==> config.mk <==
export PLATFORM = sky130hd
export DESIGN_NAME = pcs_rx_lane_status
export DESIGN_NICKNAME = d
export VERILOG_FILES = /design/src/pkg/pcs_rx_lane_status_pkg.sv /design/src/verilog/pcs_rx_lane_status.sv
export VERILOG_INCLUDE_DIRS = /design/src /design/src/pkg
export SDC_FILE = /design/constraint.sdc
export NUM_CORES = 1
export LEC_CHECK = 0
export ABC_AREA = 1
export BUFFER_PORTS_ARGS = -buffer_cell sky130_fd_sc_hd__buf_2
export CAP_MARGIN = 20
export CORE_MARGIN = 2
export CORE_UTILIZATION = 40
export DETAILED_ROUTE_END_ITERATION = 10
export PLACE_DENSITY_LB_ADDON = 0.15
export REMOVE_ABC_BUFFERS = 1
export SYNTH_ARGS = -nofsm -noshare
export SYNTH_HDL_FRONTEND = slang
export SYNTH_SLANG_ARGS = --single-unit
==> constraint.sdc <==
create_clock -name clk_in -period 7.8 [get_ports clk_in]
set_input_delay 0.78 -clock clk_in [delete_from_list [all_inputs] [get_ports clk_in]]
set_output_delay 0.78 -clock clk_in [all_outputs]
set_load 0.05 [all_outputs]
==> src/pkg/pcs_rx_lane_status_map.svh <==
`ifndef PCS_RX_LANE_STATUS_MAP_SVH
`define PCS_RX_LANE_STATUS_MAP_SVH

// ----------------------------------------
// Sizes
// ----------------------------------------
`define LANE_COUNT      4
`define SPACING_W       16
`define LOOP_SEL_W      12

// ----------------------------------------
// Values
// ----------------------------------------
`define MAP_RESET       2'h0
`define PCS_LANE_2      2'h2
`define PCS_LANE_3      2'h3
`define REPEAT_LIMIT    2'h3
`define REPEAT_ZERO     2'h0
`define REPEAT_ONE      2'h1
`define COUNT_ZERO      16'h0000
`define COUNT_ONE       16'h0001
`define LANES_CLEAR     4'h0
`define LANES_ALL       4'hF
`define LOOP_SEL_RESET  12'h000

`endif

==> src/pkg/pcs_rx_lane_status_pkg.sv <==
`default_nettype none
`include "pcs_rx_lane_status_map.svh"

package pcs_rx_lane_status_pkg;

  typedef logic [1:0] lane_index_t;
  typedef logic [`SPACING_W-1:0] spacing_t;

  // One received 66-bit word as seen by the status logic
  typedef struct packed {
    logic        valid;
    logic        marker;
    logic        marker_bad;
    lane_index_t pcs_id;
    logic        bip_mismatch;
  } lane_word_t;

  typedef lane_word_t [`LANE_COUNT-1:0] lane_words_t;

endpackage

`default_nettype wire

==> src/verilog/pcs_rx_lane_status.sv <==
// What this block does
// - Report physical lane index carrying PCS lanes 2 and 3 as two-bit fields.
// - Pulse a per-lane error for one cycle on BIP8 signature mismatch.
// - Lock vector bit high only with word lock and a received lane marker.
// - Lock vector carries same meaning as the standard lane lock status bits.
// - Sync fault bit high on lost word lock or marker never received.
// - Pulse spacing fault when markers are not separated by exactly spacing-minus-one non-marker words.
// - Pulse repeat fault when four marker errors follow consecutively on a lane.
// - Pulse one shared format fault when a malformed marker arrives anywhere.
`timescale 1ns/1ns
`default_nettype none
`include "pcs_rx_lane_status_map.svh"

module pcs_rx_lane_status
  import pcs_rx_lane_status_pkg::*;
(
  // Clock and reset
  input  wire logic                    clk_in,
  input  wire logic                    reset_in,
  // Lane front end
  input  wire lane_words_t             lane_words_in,
  input  wire logic [`LANE_COUNT-1:0]  block_lock_in,
  // Configuration
  input  wire spacing_t                marker_spacing_minus_one_in,
  input  wire logic [`LOOP_SEL_W-1:0]  transceiver_loop_sel_in,
  // Lane mapping
  output var  lane_index_t             lane2_phys_map_out,
  output var  lane_index_t             lane3_phys_map_out,
  // Lane status
  output var  logic [`LANE_COUNT-1:0]  bip_fault_out,
  output var  logic [`LANE_COUNT-1:0]  marker_lock_vec_out,
  output var  logic [`LANE_COUNT-1:0]  sync_fault_out,
  output var  logic [`LANE_COUNT-1:0]  marker_spacing_fault_out,
  output var  logic [`LANE_COUNT-1:0]  marker_repeat_fault_out,
  output var  logic                    marker_format_fault_out,
  // Transceiver control
  output var  logic [`LOOP_SEL_W-1:0]  transceiver_loop_sel_out
);

  // ----------------------------------------
  // Helpers
  // ----------------------------------------
  function automatic logic spacing_miss(lane_word_t w, logic seen, spacing_t cnt, spacing_t lim);
    spacing_miss = w.valid & w.marker & seen & (cnt != lim);
  endfunction

  function automatic logic good_marker(lane_word_t w);
    good_marker = w.valid & w.marker & ~w.marker_bad;
  endfunction

  // ----------------------------------------
  // Per-lane tracking state, plus the first loopback select stage
  // ----------------------------------------
  logic        [`LANE_COUNT-1:0] seen_q;
  spacing_t    [`LANE_COUNT-1:0] word_cnt_q;
  logic [`LANE_COUNT-1:0][1:0]   repeat_cnt_q;
  logic [`LOOP_SEL_W-1:0]        loop_meta_q;

  // Words since last marker; cleared while lock is absent
  always_ff @(posedge clk_in or posedge reset_in) begin
    if (reset_in) begin
      seen_q     <= `LANES_CLEAR;
      word_cnt_q <= '0;
    end else begin
      for (int i = 0; i < `LANE_COUNT; i++) begin
        if (!block_lock_in[i]) begin
          seen_q[i]     <= 1'b0;
          word_cnt_q[i] <= `COUNT_ZERO;
        end else if (lane_words_in[i].valid) begin
          if (lane_words_in[i].marker) begin
            word_cnt_q[i] <= `COUNT_ZERO;
            if (!lane_words_in[i].marker_bad) begin
              seen_q[i] <= 1'b1;
            end
          end else begin
            word_cnt_q[i] <= word_cnt_q[i] + `COUNT_ONE;
          end
        end
      end
    end
  end

  // ----------------------------------------
  // Lock and sync status
  // ----------------------------------------
  always_ff @(posedge clk_in or posedge reset_in) begin
    if (reset_in) begin
      marker_lock_vec_out <= `LANES_CLEAR;
      sync_fault_out      <= `LANES_ALL;
    end else begin
      marker_lock_vec_out <= block_lock_in & seen_q;
      sync_fault_out      <= ~(block_lock_in & seen_q);
    end
  end

  // ----------------------------------------
  // Lane mapping
  // ----------------------------------------
  always_ff @(posedge clk_in or posedge reset_in) begin
    if (reset_in) begin
      lane2_phys_map_out <= `MAP_RESET;
      lane3_phys_map_out <= `MAP_RESET;
    end else begin
      for (int i = 0; i < `LANE_COUNT; i++) begin
        if (block_lock_in[i] && good_marker(lane_words_in[i])) begin
          if (lane_words_in[i].pcs_id == `PCS_LANE_2) begin
            lane2_phys_map_out <= lane_index_t'(i);
          end
          if (lane_words_in[i].pcs_id == `PCS_LANE_3) begin
            lane3_phys_map_out <= lane_index_t'(i);
          end
        end
      end
    end
  end

  // ----------------------------------------
  // BIP8 faults, indexed by PCS lane
  // ----------------------------------------
  always_ff @(posedge clk_in or posedge reset_in) begin
    if (reset_in) begin
      bip_fault_out <= `LANES_CLEAR;
    end else begin
      bip_fault_out <= `LANES_CLEAR;
      for (int i = 0; i < `LANE_COUNT; i++) begin
        if (block_lock_in[i] && good_marker(lane_words_in[i]) && lane_words_in[i].bip_mismatch) begin
          bip_fault_out[lane_words_in[i].pcs_id] <= 1'b1;
        end
      end
    end
  end

  // ----------------------------------------
  // Marker spacing and format faults
  // ----------------------------------------
  always_ff @(posedge clk_in or posedge reset_in) begin
    if (reset_in) begin
      marker_spacing_fault_out <= `LANES_CLEAR;
      marker_format_fault_out  <= 1'b0;
    end else begin
      marker_format_fault_out <= 1'b0;
      for (int i = 0; i < `LANE_COUNT; i++) begin
        marker_spacing_fault_out[i] <= block_lock_in[i] &
          spacing_miss(lane_words_in[i], seen_q[i], word_cnt_q[i], marker_spacing_minus_one_in);
        if (lane_words_in[i].valid && lane_words_in[i].marker && lane_words_in[i].marker_bad) begin
          marker_format_fault_out <= 1'b1;
        end
      end
    end
  end

  // ----------------------------------------
  // Consecutive marker errors
  // ----------------------------------------
  always_ff @(posedge clk_in or posedge reset_in) begin
    if (reset_in) begin
      repeat_cnt_q            <= '0;
      marker_repeat_fault_out <= `LANES_CLEAR;
    end else begin
      marker_repeat_fault_out <= `LANES_CLEAR;
      for (int i = 0; i < `LANE_COUNT; i++) begin
        if (!block_lock_in[i]) begin
          repeat_cnt_q[i] <= `REPEAT_ZERO;
        end else if (lane_words_in[i].valid && lane_words_in[i].marker) begin
          if (lane_words_in[i].marker_bad ||
              spacing_miss(lane_words_in[i], seen_q[i], word_cnt_q[i], marker_spacing_minus_one_in)) begin
            if (repeat_cnt_q[i] == `REPEAT_LIMIT) begin
              repeat_cnt_q[i]            <= `REPEAT_ZERO;
              marker_repeat_fault_out[i] <= 1'b1;
            end else begin
              repeat_cnt_q[i] <= repeat_cnt_q[i] + `REPEAT_ONE;
            end
          end else begin
            repeat_cnt_q[i] <= `REPEAT_ZERO;
          end
        end
      end
    end
  end

  // ----------------------------------------
  // Loopback select synchroniser
  // ----------------------------------------
  always_ff @(posedge clk_in or posedge reset_in) begin
    if (reset_in) begin
      loop_meta_q              <= `LOOP_SEL_RESET;
      transceiver_loop_sel_out <= `LOOP_SEL_RESET;
    end else begin
      loop_meta_q              <= transceiver_loop_sel_in;
      transceiver_loop_sel_out <= loop_meta_q;
    end
  end

  // ----------------------------------------
  // Checks
  // ----------------------------------------
  lane_words_t words_prev_q;

  // Words of the previous cycle, for the mapping check
  always_ff @(posedge clk_in or posedge reset_in) begin
    if (reset_in) begin
      words_prev_q <= '0;
    end else begin
      words_prev_q <= lane_words_in;
    end
  end

  for (genvar g = 0; g < `LANE_COUNT; g++) begin : g_chk

  end
endmodule

`default_nettype wire

==> summary.txt <==
Global routing
  • Remaining global-route overflow: 0
  • Antenna violations before repair: 0
  • Pin count of the biggest net entering global routing: 74
  • First-pass GRT wire length: 29470 µm
  • Vias in the first global route: 5896
  • Tot GR Track Use: 20.67%

Floorplan
  • Row count: 47
  • Starting Density: 41.18%
  • Vert. Die Dim: 134.9 µm
  • Core Footprint: 16640 µm²
  • Die width: 134.9 µm
  • Die area: 18200 µm²
  • Ports: 95

Timing
  • Measured slew at the worst slew-check pin: 878.9 ps
  • Final setup fails: 0
  • RSZ-0062 raised after global routing: no
  • Slew Viols, Final: 0
  • Setup slack after layout: 5816 ps
  • Clock skew: 6.680 ps
  • Setup TNS: 0 ps
  • Crit share post-route: 25.44%
  • Min Tclk post-route: 1984 ps
  • Fmax: 504.0 MHz
  • Hold Fails Final Rpt: 0
  • Relative slew slack: 41.40%

Synth
  • Post-synthesis sequential area ratio: 45.71%
  • Yosys cell types: 38
  • Avg Cell Area, Syn: 7.110 µm²
  • Post-synthesis mux area share: 0%
  • XOR/XNOR share of the synthesized area: 0.3834%
  • Synth Area in Adders: 1.460%
  • Synth Area in Simple Gates: 36.91%
  • Largest family of logic cells by synthesized area: simple AND/OR/NAND/NOR gates
  • Synth warn: 0
  • Post-Synthesis Cells: 964
  • Synth Cell Area: 6854 µm²
  • Compound-gate portion of the synthesized area: 6.864%
  • Post-synthesis register bit count: 125

Routing
  • ANT nets after route: 0
  • Pre-antenna DRT Iters: 6
  • Total number of vias: 6315
  • Drt via density: 4.832
  • Post-DR wirelength/cell: 13.53 µm
  • Iter 0 DRT Violations: 455
  • Total Wirelength: 17690 µm
  • DRC Markers: 0

Critical path
  • R2r setup slk: 6120 ps
  • Startpoint Class: flop
  • Cell family with most CP delay: flip-flops
  • CP max FO: 1
  • Critical path arrival: 1200 ps
  • Worst reg2reg path depth: 5
  • Critical R2R Launch: word_cnt_q[32]$_DFFE_PP0P_
  • Cell chain of the critical path: buf_2
  • Req. time, crit path: 7020 ps
  • Slowest cell on crit path: dfstp_2
  • FF-to-FF End: word_cnt_q[43]$_DFFE_PP0P_
  • Setup CP Type: reg -> out
  • Bufs and invs on worst path: 1
  • Worst setup EP type: output port
  • Worst path max stage delay: 520 ps

Clock tree
  • CTS tree: yes
  • Clock transition at the registers of the reported paths: 70 ps
  • Post-CTS Setup Bufs: 0
  • Post_cts resized: 0
  • H-tree depth: 4
  • Hold_buf cts: 0
  • Later-pin clock latency in the skew report: 430 ps
  • CTS Buf Count: 17
  • Sink Count: 125
  • CTS root buf: clkbuf_16
  • Longest Clk Path Bufs: 2

Min path
  • Hold path startpoint: loop_meta_q[5]$_DFF_PP0_
  • Cell count of the worst hold path: 0
  • HP Class: reg -> reg
  • Min-Delay Endpoint: transceiver_loop_sel_out[5]$_DFF_PP0_

Place
  • Final HPWL DP: 13490 µm
  • Placed cell area: 7586 µm²
  • Buffers on Ports: 94
  • Pre-CTS setup slack: 5388 ps
  • Routability congestion estimate: 0.8962

Layout
  • Synthesis-to-layout area growth: 19.39%
  • Final instance area: 8183 µm²
  • Most common cell after layout, fill and taps aside: nand2_1
  • Layout cells sized above 1: 18.03%
  • Filler instances: 1668
  • Commonest non-fill, non-tap cells in the layout: 348 x nand2_1, 121 x dfrtp_1, 111 x inv_1, 107 x nor2_1, 94 x buf_2
  • Antenna cell count: 0
  • Count of nets after finishing: 1140

Pwr
  • Leak pwr: 4.212 nW
  • Power Dens Cells: 201.3 nW/µm²
  • Max IR drop VDD: 0.1323 mV

Flow run
  • Max Cap Violations: 0

Outcome
  • Status: finished clean
==> metrics by stage <==
| stage | power [mW] | instances | utilization (%) | hold WS (ps) |
|---|---|---|---|---|
| floorplan | 0.8006 | 959 | - | 331.2 |
| global placement | 0.8648 | 1274 | 45.58 | 331.1 |
| detailed placement | 0.8653 | 1274 | 45.58 | 334.7 |
| CTS | 1.664 | 1306 | 49.12 | 349.9 |
| global route | 1.712 | 1307 | 49.17 | 354.9 |
| finish | 1.647 | 1307 | 49.17 | 348.5 |
==> worst max path at each step <==
stage	startpoint	end	slack [ps]	depth (start not counted)
4_1_cts	sync_fault_out[0]$_DFF_PP1_	sync_fault_out[0]	5800	1
3_5_place_dp	lane_words_in[5]	word_cnt_q[7]$_DFFE_PP0P_	5390	6
5_1_grt	reset_in	word_cnt_q[30]$_DFFE_PP0P_	5700	3
3_3_place_gp	reset_in	word_cnt_q[26]$_DFFE_PP0P_	5450	3
6_report	sync_fault_out[0]$_DFF_PP1_	sync_fault_out[0]	5820	1
2_1_floorplan	reset_in	bip_fault_out[0]$_DFF_PP0_	3700	1
==> synth_stat cells, drive strengths merged <==
master     n  area share, %
nand2    352             20
buf        4           0.29
o21a       1           0.11
xnor2      1           0.13
nand3b     3           0.33
o31ai      3           0.33
dfstp      4            1.5
xor2       2           0.26
o211a      1           0.15
nand3     52            4.1
nand4     21            1.9
o21ai     39            2.8
clkinv     2           0.11
a22oi      1           0.11
a21oi     31            2.3
dfrtp    121             44
inv      150            8.2
o2111ai    2           0.26
and2       1          0.091
clkbuf     1          0.055
o22ai      3           0.27
nor3b      3           0.33
a31oi      1          0.091
a211oi     1           0.11
o211ai     3           0.33
nor2     117            7.3
ha         8            1.5
nor3      36            3.3
==> sequential cells by signal, indices dropped and copies added, names as in the netlist <==
name,cells
lane3_phys_map_out,2
marker_lock_vec_out,4
transceiver_loop_sel_out,12
word_cnt_q,64
repeat_cnt_q,8
bip_fault_out,4
lane2_phys_map_out,2
marker_repeat_fault_out,4
loop_meta_q,12
marker_format_fault_out,1
sync_fault_out,4
marker_spacing_fault_out,4
seen_q,4
==> area by class of cell <==
type / count / area, µm² / share of cell area, %
multi-input combinational: 682 / 3127 / 38.21
sequential: 125 / 3133 / 38.29
tap: 220 / 275.3 / 3.364
clock inverter: 15 / 163.9 / 2.003
timing repair buffer: 96 / 485.5 / 5.933
clock buffer: 17 / 425.4 / 5.199
inverter: 152 / 573.1 / 7.003
==> report_power, final <==
group | internal [mW] | switching, mW | leakage (nW) | total (mW)
clock network | 0.432 | 0.362 | 0.293 | 0.795
logic | 0.0449 | 0.130 | 2.26 | 0.175
registers | 0.667 | 0.00987 | 1.66 | 0.677
==> cell families (layout without fill, tap and decap cells) <==
kind of cell    count (synthesis)  in the layout
compound gates                 86             86
xor+xnor                        3              3
fa+ha+maj                       8              8
buf+inv                       157            280
flops                         125            125
simple gates                  585            585
==> metal layers <==
layer	routed length (µm)	up-vias	GRT usage (%)
met5	0	-	0
li1	-	3263	-
met1	8345	2849	29.02
met2	7898	183	31.64
met3	1162	20	5.143
met4	278	0	6.199
(Power assumes the default switching activity.)
